===== config.mk =====
export PLATFORM = sky130hd
export DESIGN_NAME = jrd_decode
export DESIGN_NICKNAME = d
export VERILOG_FILES = /design/src/jrd_pkg.sv /design/src/jrd_decode.sv /design/src/jrd_test_selector_eval.sv
export SDC_FILE = /design/constraint.sdc
export NUM_CORES = 2
export LEC_CHECK = 0
export BUFFER_PORTS_ARGS = -buffer_cell sky130_fd_sc_hd__buf_4
export CORE_MARGIN = 2
export CORE_UTILIZATION = 40
export DETAILED_ROUTE_END_ITERATION = 8
export GPL_TIMING_DRIVEN = 1
export MAX_ROUTING_LAYER = met4
export PLACE_DENSITY_LB_ADDON = 0.08
export SLEW_MARGIN = 0
export SYNTH_ARGS = -nofsm -noshare
export SYNTH_HDL_FRONTEND = slang
export SYNTH_HIERARCHICAL = 1
export SYNTH_SLANG_ARGS = --single-unit

===== constraint.sdc =====
create_clock -name ref_clk -period 5.3 [get_ports ref_clk]
set_clock_uncertainty 0.15 [all_clocks]
set_input_delay 0.795 -clock ref_clk [delete_from_list [all_inputs] [get_ports ref_clk]]
set_output_delay 0.795 -clock ref_clk [all_outputs]
set_load 0.01 [all_outputs]

===== src/jrd_pkg.sv =====
package jrd_pkg;
    // widths
    localparam int AW            = 24;
    localparam int NREG          = 8;
    localparam int NIRQ          = 32;
    localparam int NFLAG         = 32;
    // opcode fields
    localparam int OPC_HI        = 47;
    localparam int OPC_LO        = 45;
    localparam int SUBOP_HI      = 44;
    localparam int SUBOP_LO      = 40;
    localparam int DIR_POS       = 44;
    localparam int DIDX_HI       = 43;
    localparam int DIDX_LO       = 41;
    localparam int DMOD_HI       = 40;
    localparam int DMOD_LO       = 38;
    localparam int TEST_SELECTOR_HI       = 37;
    localparam int TEST_SELECTOR_LO       = 33;
    localparam int JIDX_HI       = 32;
    localparam int JIDX_LO       = 30;
    localparam int JMOD_HI       = 29;
    localparam int JMOD_LO       = 27;
    localparam int REL_HI        = 32;
    localparam int REL_LO        = 27;
    localparam int RELADDR_W     = 6;
    localparam int DREG_HI       = 26;
    localparam int DREG_LO       = 23;
    localparam int DELAY_POS     = 26;
    localparam int ELSE_POS      = 25;
    localparam int LR_POS        = 24;
    localparam int COMP_HI       = 22;
    localparam int COMP_LO       = 0;
    localparam int COMP_W        = 23;
    // encodings
    localparam logic [2:0] OPC_JUMP_INDIRECT = 3'h6;
    localparam logic [2:0] OPC_JUMP_RELATIVE = 3'h7;
    localparam logic [2:0] OPC_GROUP_ZERO    = 3'h0;
    localparam logic [4:0] SUBOP_RET_SUB     = 5'h0a;
    localparam logic [4:0] SUBOP_RET_INT     = 5'h0b;
    localparam logic [4:0] TEST_SELECTOR_ALWAYS       = 5'h1f;
    // dag write select: upper two bits pick the bank
    localparam logic [1:0] BANK_DATA_IDX     = 2'h0;
    localparam logic [1:0] BANK_DATA_MOD     = 2'h1;
    localparam logic [1:0] BANK_JUMP_IDX     = 2'h2;
    localparam logic [1:0] BANK_JUMP_MOD     = 2'h3;
    localparam logic [AW-1:0] REG_RESET      = 24'h000000;

    typedef struct packed {
        logic          valid_x;
        logic          valid_y;
        logic          write;
        logic [3:0]    reg_sel;
        logic [AW-1:0] addr_x;
        logic [AW-1:0] addr_y;
    } jrd_dm_req_s;

    typedef struct packed {
        logic              en_x;
        logic              en_y;
        logic              complement_y;
        logic [COMP_W-1:0] op;
    } jrd_comp_req_s;
endpackage : jrd_pkg


===== src/jrd_decode.sv =====
`timescale 1ns/1ns
// Operation
// - top bits 110 select indexed jump, 111 select pc-relative jump
// - jump-with-transfer always tests its condition, never defaulted true
// - indexed target is index plus modify; index register left unchanged
// - direction bit picks read into or write from the named register
// - transfer addressed by data index, then index updated by data modify
// - compute runs beside the transfer; an empty compute is a no-op
// - relative target is pc plus sign-extended 6-bit offset
// - taken return branches to top of pc stack
// - subroutine return pops pc stack only
// - interrupt return also pops status stack when status was pushed
// - interrupt return clears serviced bit in latch and mask pointer
// - return taken when condition true or no condition encoded
// - plain compute runs with return; else compute only when condition false
// - subroutine return takes delay and reentry; interrupt return delay only
// - loop count drops two before end; reentry return blocks second drop
// - dual-element return needs condition true in both elements
// - in dual mode each element decides its own compute
// - secondary element computes on the complementary registers
// - true condition jumps; false condition does transfer and compute
// - secondary transfer uses primary address plus one, only if its test fails
module jrd_decode
    import jrd_pkg::*;
#(
    parameter int ADDR_W = AW
)(
    input  wire logic                ref_clk,
    input  wire logic                reset_n,
    input  wire logic                instr_valid,
    input  wire logic [47:0]         instr,
    input  wire logic [ADDR_W-1:0]   pc,
    input  wire logic                simd_mode,
    input  wire logic [NFLAG-1:0]    flags_x,
    input  wire logic [NFLAG-1:0]    flags_y,
    input  wire logic [ADDR_W-1:0]   pc_stack_top,
    input  wire logic                status_pushed,
    input  wire logic [4:0]          serviced_irq,
    input  wire logic                loop_dec_point,
    input  wire logic                dag_wr_en,
    input  wire logic [4:0]          dag_wr_sel,
    input  wire logic [ADDR_W-1:0]   dag_wr_data,
    output logic                     branch_taken_r,
    output logic [ADDR_W-1:0]        branch_target_r,
    output logic                     branch_delayed_r,
    output logic                     pc_stack_pop_r,
    output logic                     status_stack_pop_r,
    output logic [NIRQ-1:0]          latch_clear_r,
    output logic [NIRQ-1:0]          mask_ptr_clear_r,
    output logic                     loop_count_dec_r,
    output jrd_dm_req_s              dm_req_r,
    output jrd_comp_req_s            comp_req_r
);
    // address arithmetic wraps at the address width
    function automatic logic [ADDR_W-1:0] addr_add(input logic [ADDR_W-1:0] a, input logic [ADDR_W-1:0] b);
        logic [ADDR_W:0] sum;
        sum      = {1'b0, a} + {1'b0, b};
        addr_add = sum[ADDR_W-1:0];
    endfunction : addr_add

    function automatic logic [NIRQ-1:0] irq_bit(input logic [4:0] idx);
        irq_bit      = '0;
        irq_bit[idx] = 1'b1;
    endfunction : irq_bit

    // index and modify registers of both address generators
    logic [ADDR_W-1:0] data_idx  [NREG];
    logic [ADDR_W-1:0] data_mod  [NREG];
    logic [ADDR_W-1:0] jump_idx  [NREG];
    logic [ADDR_W-1:0] jump_mod  [NREG];

    logic              lr_pending_r;
    logic              ok_x;
    logic              ok_y;
    logic              is_jump;
    logic              is_ret;
    logic              is_rti;
    logic              both_ok;
    logic              jump_go;
    logic              ret_go;
    logic              xfer_x;
    logic              xfer_y;
    logic              has_comp;
    logic              use_else;
    logic              lr_mod;
    logic              comp_x;
    logic              comp_y;
    logic [ADDR_W-1:0] target;
    logic [ADDR_W-1:0] rel_ext;
    logic [2:0]        didx_sel;
    logic [2:0]        dmod_sel;

    // per-element condition tests; jump format has no default-true code
    jrd_test_selector_eval u_test_selector_x (
        .test_selector (instr[TEST_SELECTOR_HI:TEST_SELECTOR_LO]),
        .flags         (flags_x),
        .allow_default (is_ret),
        .test_selector_true     (ok_x)
    );

    jrd_test_selector_eval u_test_selector_y (
        .test_selector (instr[TEST_SELECTOR_HI:TEST_SELECTOR_LO]),
        .flags         (flags_y),
        .allow_default (is_ret),
        .test_selector_true     (ok_y)
    );

    // format decode
    always_comb begin
        is_jump  = instr_valid && (instr[OPC_HI:OPC_LO] == OPC_JUMP_INDIRECT ||
                                   instr[OPC_HI:OPC_LO] == OPC_JUMP_RELATIVE);
        is_ret   = instr_valid && instr[OPC_HI:OPC_LO] == OPC_GROUP_ZERO &&
                   (instr[SUBOP_HI:SUBOP_LO] == SUBOP_RET_SUB || instr[SUBOP_HI:SUBOP_LO] == SUBOP_RET_INT);
        is_rti   = is_ret && instr[SUBOP_HI:SUBOP_LO] == SUBOP_RET_INT;
        didx_sel = instr[DIDX_HI:DIDX_LO];
        dmod_sel = instr[DMOD_HI:DMOD_LO];
        has_comp = |instr[COMP_HI:COMP_LO];
        use_else = instr[ELSE_POS];
        lr_mod   = is_ret && !is_rti && instr[LR_POS];
    end

    // branch decision: dual mode ands the two element tests
    always_comb begin
        both_ok = simd_mode ? (ok_x && ok_y) : ok_x;
        jump_go = is_jump && both_ok;
        ret_go  = is_ret && both_ok;
        xfer_x  = is_jump && !ok_x;
        xfer_y  = is_jump && simd_mode && !ok_y;
    end

    // per-element compute enables
    always_comb begin
        if (is_jump) begin
            comp_x = has_comp && !ok_x;
            comp_y = has_comp && simd_mode && !ok_y;
        end else if (is_ret) begin
            comp_x = has_comp && (use_else ? !ok_x : ok_x);
            comp_y = has_comp && simd_mode && (use_else ? !ok_y : ok_y);
        end else begin
            comp_x = 1'b0;
            comp_y = 1'b0;
        end
    end

    // branch target selection
    always_comb begin
        rel_ext = {{(ADDR_W-RELADDR_W){instr[REL_HI]}}, instr[REL_HI:REL_LO]};
        if (is_ret) begin
            target = pc_stack_top;
        end else if (instr[OPC_HI:OPC_LO] == OPC_JUMP_INDIRECT) begin
            target = addr_add(jump_idx[instr[JIDX_HI:JIDX_LO]],
                              jump_mod[instr[JMOD_HI:JMOD_LO]]);
        end else begin
            target = addr_add(pc, rel_ext);
        end
    end

    // sequencer outputs
    always_ff @(posedge ref_clk or negedge reset_n) begin
        if (!reset_n) begin
            branch_taken_r   <= 1'b0;
            branch_target_r  <= '0;
            branch_delayed_r <= 1'b0;
        end else begin
            branch_taken_r   <= jump_go || ret_go;
            branch_target_r  <= (jump_go || ret_go) ? target : branch_target_r;
            // jump format never delays; return delays on its modifier
            branch_delayed_r <= ret_go && instr[DELAY_POS];
        end
    end

    // stack and interrupt bookkeeping on a taken return
    always_ff @(posedge ref_clk or negedge reset_n) begin
        if (!reset_n) begin
            pc_stack_pop_r     <= 1'b0;
            status_stack_pop_r <= 1'b0;
            latch_clear_r      <= '0;
            mask_ptr_clear_r   <= '0;
        end else begin
            pc_stack_pop_r     <= ret_go;
            status_stack_pop_r <= ret_go && is_rti && status_pushed;
            latch_clear_r      <= (ret_go && is_rti) ? irq_bit(serviced_irq) : '0;
            mask_ptr_clear_r   <= (ret_go && is_rti) ? irq_bit(serviced_irq) : '0;
        end
    end

    // a reentry return arms suppression of the next decrement point;
    // an arm in the same cycle as a consume keeps the arm
    always_ff @(posedge ref_clk or negedge reset_n) begin
        if (!reset_n) begin
            lr_pending_r     <= 1'b0;
            loop_count_dec_r <= 1'b0;
        end else begin
            loop_count_dec_r <= loop_dec_point && !lr_pending_r;
            if (ret_go && lr_mod) begin
                lr_pending_r <= 1'b1;
            end else if (loop_dec_point) begin
                lr_pending_r <= 1'b0;
            end
        end
    end

    // data memory request for elements whose test failed
    always_ff @(posedge ref_clk or negedge reset_n) begin
        if (!reset_n) begin
            dm_req_r <= '0;
        end else begin
            dm_req_r.valid_x <= xfer_x;
            dm_req_r.valid_y <= xfer_y;
            dm_req_r.write   <= is_jump && instr[DIR_POS];
            dm_req_r.reg_sel <= instr[DREG_HI:DREG_LO];
            dm_req_r.addr_x  <= data_idx[didx_sel];
            dm_req_r.addr_y  <= addr_add(data_idx[didx_sel], ADDR_W'(1));
        end
    end

    // compute dispatch; secondary names the complementary registers
    always_ff @(posedge ref_clk or negedge reset_n) begin
        if (!reset_n) begin
            comp_req_r <= '0;
        end else begin
            comp_req_r.en_x         <= comp_x;
            comp_req_r.en_y         <= comp_y;
            comp_req_r.complement_y <= simd_mode;
            comp_req_r.op           <= (comp_x || comp_y) ? instr[COMP_HI:COMP_LO] : '0;
        end
    end

    // data index post-modify beats a same-cycle software load, so the
    // address stream stays consistent; jump index is never written back
    always_ff @(posedge ref_clk or negedge reset_n) begin
        if (!reset_n) begin
            for (int i = 0; i < NREG; i++) begin
                data_idx[i] <= REG_RESET;
                data_mod[i] <= REG_RESET;
                jump_idx[i] <= REG_RESET;
                jump_mod[i] <= REG_RESET;
            end
        end else begin
            if (dag_wr_en) begin
                unique case (dag_wr_sel[4:3])
                    BANK_DATA_IDX: data_idx[dag_wr_sel[2:0]] <= dag_wr_data;
                    BANK_DATA_MOD: data_mod[dag_wr_sel[2:0]] <= dag_wr_data;
                    BANK_JUMP_IDX: jump_idx[dag_wr_sel[2:0]] <= dag_wr_data;
                    BANK_JUMP_MOD: jump_mod[dag_wr_sel[2:0]] <= dag_wr_data;
                endcase
            end
            if (xfer_x || xfer_y) begin
                data_idx[didx_sel] <= addr_add(data_idx[didx_sel], data_mod[dmod_sel]);
            end
        end
    end

    // checks
    AST_JUMP_TRUE_NO_XFER: assert property (
        @(posedge ref_clk) disable iff (!reset_n)
        (is_jump && both_ok && !simd_mode) |=> (branch_taken_r && !dm_req_r.valid_x && !comp_req_r.en_x))
        else $error("true jump condition must branch without transfer");

    AST_JUMP_FALSE_XFER: assert property (
        @(posedge ref_clk) disable iff (!reset_n)
        (is_jump && !ok_x) |=> (dm_req_r.valid_x && !branch_taken_r))
        else $error("false jump condition must transfer and not branch");

    AST_NO_DEFAULT_TRUE: assert property (
        @(posedge ref_clk) disable iff (!reset_n)
        (is_jump && instr[TEST_SELECTOR_HI:TEST_SELECTOR_LO] == TEST_SELECTOR_ALWAYS && !flags_x[TEST_SELECTOR_ALWAYS] && !simd_mode)
        |=> !branch_taken_r)
        else $error("jump condition was defaulted to true");

    AST_INDEXED_TARGET: assert property (
        @(posedge ref_clk) disable iff (!reset_n)
        (jump_go && instr[OPC_HI:OPC_LO] == OPC_JUMP_INDIRECT)
        |=> (branch_target_r == $past(addr_add(jump_idx[instr[JIDX_HI:JIDX_LO]], jump_mod[instr[JMOD_HI:JMOD_LO]]))))
        else $error("indexed jump target is not index plus modify");

    AST_REL_TARGET: assert property (
        @(posedge ref_clk) disable iff (!reset_n)
        (jump_go && instr[OPC_HI:OPC_LO] == OPC_JUMP_RELATIVE)
        |=> (branch_target_r == addr_add($past(pc), $past(rel_ext))))
        else $error("relative jump target wrong");

    AST_POSTMODIFY: assert property (
        @(posedge ref_clk) disable iff (!reset_n)
        (xfer_x && !dag_wr_en)
        |=> (data_idx[$past(didx_sel)] == addr_add(dm_req_r.addr_x, $past(data_mod[dmod_sel]))))
        else $error("data index not post-modified after transfer");

    AST_Y_ADDR: assert property (
        @(posedge ref_clk) disable iff (!reset_n)
        dm_req_r.valid_y |-> (dm_req_r.addr_y == addr_add(dm_req_r.addr_x, ADDR_W'(1))))
        else $error("secondary address is not primary plus one");

    AST_RTS_POP_ONLY: assert property (
        @(posedge ref_clk) disable iff (!reset_n)
        (ret_go && !is_rti) |=> (pc_stack_pop_r && !status_stack_pop_r && latch_clear_r == '0))
        else $error("subroutine return touched status or interrupt state");

    AST_RTI_CLEAR: assert property (
        @(posedge ref_clk) disable iff (!reset_n)
        (ret_go && is_rti) |=> (latch_clear_r == irq_bit($past(serviced_irq)) &&
                                mask_ptr_clear_r == latch_clear_r && status_stack_pop_r == $past(status_pushed)))
        else $error("interrupt return clear or status pop wrong");

    AST_SIMD_AND: assert property (
        @(posedge ref_clk) disable iff (!reset_n)
        (is_ret && simd_mode && (ok_x != ok_y)) |=> (!branch_taken_r && !pc_stack_pop_r))
        else $error("dual return taken with one element false");

    AST_LR_SUPPRESS: assert property (
        @(posedge ref_clk) disable iff (!reset_n)
        (ret_go && lr_mod) ##1 (loop_dec_point && !(ret_go && lr_mod)) |=> !loop_count_dec_r)
        else $error("reentry return did not suppress loop decrement");

    AST_RET_DELAY: assert property (
        @(posedge ref_clk) disable iff (!reset_n)
        ret_go |=> (branch_delayed_r == $past(instr[DELAY_POS])))
        else $error("return delay does not follow its modifier");

    AST_Y_PASS_NO_XFER: assert property (
        @(posedge ref_clk) disable iff (!reset_n)
        (is_jump && simd_mode && ok_y) |=> !dm_req_r.valid_y)
        else $error("secondary transferred although its test passed");

    AST_SIMD_COMP: assert property (
        @(posedge ref_clk) disable iff (!reset_n)
        (is_ret && simd_mode && has_comp && !use_else) |=> (comp_req_r.en_y == $past(ok_y)))
        else $error("secondary compute does not follow its own test");

    AST_COMPLEMENT_Y: assert property (
        @(posedge ref_clk) disable iff (!reset_n)
        comp_req_r.en_y |-> comp_req_r.complement_y)
        else $error("secondary compute without complementary registers");

    AST_UNKNOWN_QUIET: assert property (
        @(posedge ref_clk) disable iff (!reset_n)
        !(is_jump || is_ret) |=> (!branch_taken_r && !pc_stack_pop_r && !dm_req_r.valid_x && !comp_req_r.en_x))
        else $error("unrecognised word produced activity");

    AST_EMPTY_COMP: assert property (
        @(posedge ref_clk) disable iff (!reset_n)
        (is_jump && !ok_x && !has_comp) |=> !comp_req_r.en_x)
        else $error("empty compute field was dispatched");
endmodule : jrd_decode


===== src/jrd_test_selector_eval.sv =====
`timescale 1ns/1ns
// one element's condition test; code TEST_SELECTOR_ALWAYS means "no condition" only
// where the format lets the condition be omitted
module jrd_test_selector_eval
    import jrd_pkg::*;
(
    input  wire logic [4:0]       test_selector,
    input  wire logic [NFLAG-1:0] flags,
    input  wire logic             allow_default,
    output logic                  test_selector_true
);
    // flag vector is already the per-code test result from the element
    always_comb begin
        if (allow_default && test_selector == TEST_SELECTOR_ALWAYS) begin
            test_selector_true = 1'b1;
        end else begin
            test_selector_true = flags[test_selector];
        end
    end
endmodule : jrd_test_selector_eval


==> impl_metrics.ini <==
[logic_synthesis]
synth_area_leader_cell = dfrtp_1
syn_area_per_cell_um2 = 12.79
synth-edff-count = 0
dominantRegCellSynth = dfrtp_1
synth.ff_latch_count = 911
async_reset_ff_frac = 1.000
yosysMostFrequentCell = dfrtp_1
ys_top_cells_by_area = dfrtp_1 50%, mux2_2 17%, mux4_2 8.4%
synth_area_mm2 = 0.04555
synth_common_cells = 911 x dfrtp_1, 695 x mux2_2, 233 x nand2_1
synth_cell_type_count = 88
ys_warn_count = 6
synth_seq_area_share = 0.5004
synth_cells = 3562
synth_top_area_frac = 0.5004
synth_fp_nets = 3836

[critical_path]
crit_top_cell = buf_4
crit_path_cell_trace = buf_4 -> mux2_2 -> a2111oi_1 -> inv_1 -> ha_1 -> inv_1 -> fa_1 -> nor2b_1 -> o21a_1 -> o21ai_1 -> a2111oi_0 -> buf_4 -> o21ai_0 -> nand4_1 -> a31oi_1 -> xor2_1 -> buf_4 -> o21ai_0
reg2reg_depth = 14
arrival_ns = 4.86
critPathKind = in2reg
rr_startpoint = data_idx[73]
crit_start = instr[42]
crit_required_ns = 5.71
slowest_delay_ns = 0.49
worstPathMaxFanout = 30
crit_slowest_cell = a2111oi_1
end_kind = flip-flop
cp.buffers_inverters = 5
cp_top_family = compound AO/OA/AOI/OAI gates
crit_cells = 18
critPathLaunchType = input port

[floorplanning]
die_area_mm2 = 0.1166
core_area_mm2 = 0.1127
rows = 123
io_pins = 375
initial_utilization = 0.4044
die_h_um = 341.5
fp.dieW_um = 341.5

[clocking]
cts_tree = built
clock-sinks = 911
numCtsBuffers = 104
clk-insertion-delay-late_ns = 0.69
h-tree-depth = 3
clockRootBuffer = clkbuf_16
path_clk_slew_ns = 0.06
cts_resized = 0
clockBufferDepth = 3

[drt]
dr.first_iter.drc_count = 1927
vias = 30240
drt-wirelength-per-cell_um = 25.32
drc = 0
vias_per_cell = 5.548
routed_wl_mm = 138.0
first_pass_iters = 5
ant_nets = 0

[placement]
dp_hpwl_mm = 90.62
io_buffers = 374
place_congestion = 0.8651

[min_path]
min-delay-start = instr[23]
whs_path_depth = 1
hp-class = in2reg

[cells_and_area]
drive_gt1_frac = 0.4029
fillCellCount = 10270
nets = 4142
final_util = 0.4759
area_delta_synth_final_pct = 17.68

[power]
pwr-share-seq = 0.412
netSwitchingFraction = 0.3003
p_per_area_mw_per_mm2 = 421.7
combPwrFrac = 0.265
p_int_uw = 15820
ir_drop_uv = 266.3
clockPowerShare = 0.323
leakagePower_uw = 0.02442
p_sw_uw = 6789

[global_route]
track_usage = 0.2427
antenna_found_initial = 3
globalRoute.totalOverflow = 0
grt_max_degree = 138
grt_pass1_vias = 30750
grt_pass1_wl_mm = 206.2

[sta]
layout_worst_path_cycle_share = 0.8407
hold_viol = 0
slew_violations = 0
timing.fmax_mhz = 224.4
tightest_slew_ns = 1.215
rsz0062_at_grt = no
fin_tns_setup_ns = 0
slew_headroom = 0.1899
finalCriticalPeriod_ns = 4.456
setup_viol = 0

[job]
drv_cap = 0

[outcome]
status = finished, final reports clean
==> layer usage <==
metal / part of all wire / global-route usage / up-vias
li1: - / - / 13610
met1: 0.48 / 0.3504 / 15810
met2: 0.45 / 0.3615 / 669
met3: 0.043 / 0.03294 / 153
met4: 0.022 / 0.06103 / 0
met5: 0 / - / -
==> registers in the layout, summed over array words and instances, names as in the netlist <==
register and flops:
loop_count_dec_r 1, jump_idx 192, pc_stack_pop_r 1, dm_req_r 55, data_mod 192, lr_pending_r 1
jump_mod 192, comp_req_r 26, data_idx 192, mask_ptr_clear_r 32, branch_delayed_r 1, branch_taken_r 1
branch_target_r 24, status_stack_pop_r 1
==> metrics by stage <==
stage	hold slack (ns)	instance area [um2]	power, uW	cells	setup WS (ns)
finish	0.06654	53610	22610	5451	0.8441
floorplan	0.2524	45550	13150	3562	0.5200
global route	0.03239	53610	23830	5451	0.4423
global placement	0.2681	50140	15350	5261	0.3026
detailed placement	0.2730	50140	15420	5261	0.2220
CTS	0.01581	53600	22840	5449	0.9333
==> logic make-up (layout without fill, tap and decap cells) <==
family / after synthesis / count (layout) / share of synthesized area
muxes: 1018 / 1018 / 0.2933
DFF: 911 / 911 / 0.5004
and+or+nand+nor: 607 / 607 / 0.06312
AOI/OAI and AO/OA: 534 / 534 / 0.07243
buffers and inverters: 335 / 722 / 0.03365
xor gates and xnor gates: 84 / 84 / 0.01656
adders and majority gates: 73 / 73 / 0.02054
other: 0 / 2 / 0
==> placed cells by master, fill, tap and decap left out, drive strengths merged, types with 21 or more instances in the layout <==
cell type	instances
a211oi	55
a21o	30
a21oi	149
a221oi	21
and2	36
buf	508
clkbuf	151
clkinv	23
dfrtp	911
ha	70
inv	28
mux2	698
mux2i	140
mux4	180
nand2	233
nand3	26
nor2	156
nor2b	52
o21ai	181
xnor2	52
xor2	32
==> worst paths after layout <==
| path | to | slack [ns] |
|---|---|---|
| hold / removal | dm_req_r[48] | 0.07 |
| min in group asynchronous | dm_req_r[33] | 0.55 |
| setup / recovery | data_idx[94] | 0.84 |
| hold reg to reg | loop_count_dec_r | 0.28 |
| max in group asynchronous | data_mod[71] | 3.11 |
| setup reg to reg | data_idx[87] | 0.97 |
==> power groups by stage <==
stage	sequential [uW]	clock [uW]	combinational (uW)
after global routing	9500	7800	6540
after detailed placement	9420	0	6000
after CTS	9310	7510	6020
after floorplan	9260	0	3890
after global placement	9410	0	5940
final	9310	7300	5990
==> worst register-to-register path, cell delays in order, from the launching register on <==
cell and delay [ns]:
dfrtp_1 0.38, mux2_2 0.28, a2111oi_1 0.58, inv_1 0.16
ha_1 0.34, a211oi_1 0.25, o21bai_1 0.11, a21oi_1 0.37
o21ai_2 0.20, buf_4 0.20, a21oi_1 0.25, o21ai_0 0.15
xor2_1 0.58, nor2_1 0.11, a21oi_1 0.13
==> area by class of cell <==
class	count	area [um2]	area share
diodes	2	5.005	0.00009336
inverters	26	97.59	0.001820
clock buffers	151	3010	0.05615
repair buffers	509	3981	0.07427
clock inverters	36	439.2	0.008192
multi-input cells	2316	21400	0.3992
flip-flops and latches	911	22800	0.4252
well taps	1500	1877	0.03501
==> repair_timing <==
| item | 4_1_cts | 5_1_grt |
|---|---|---|
| hold buffers | 1 | 0 |
| hold endpoints to repair | 64 | 0 |
| setup buffers | 0 | 0 |
(Power assumes the default switching activity.)
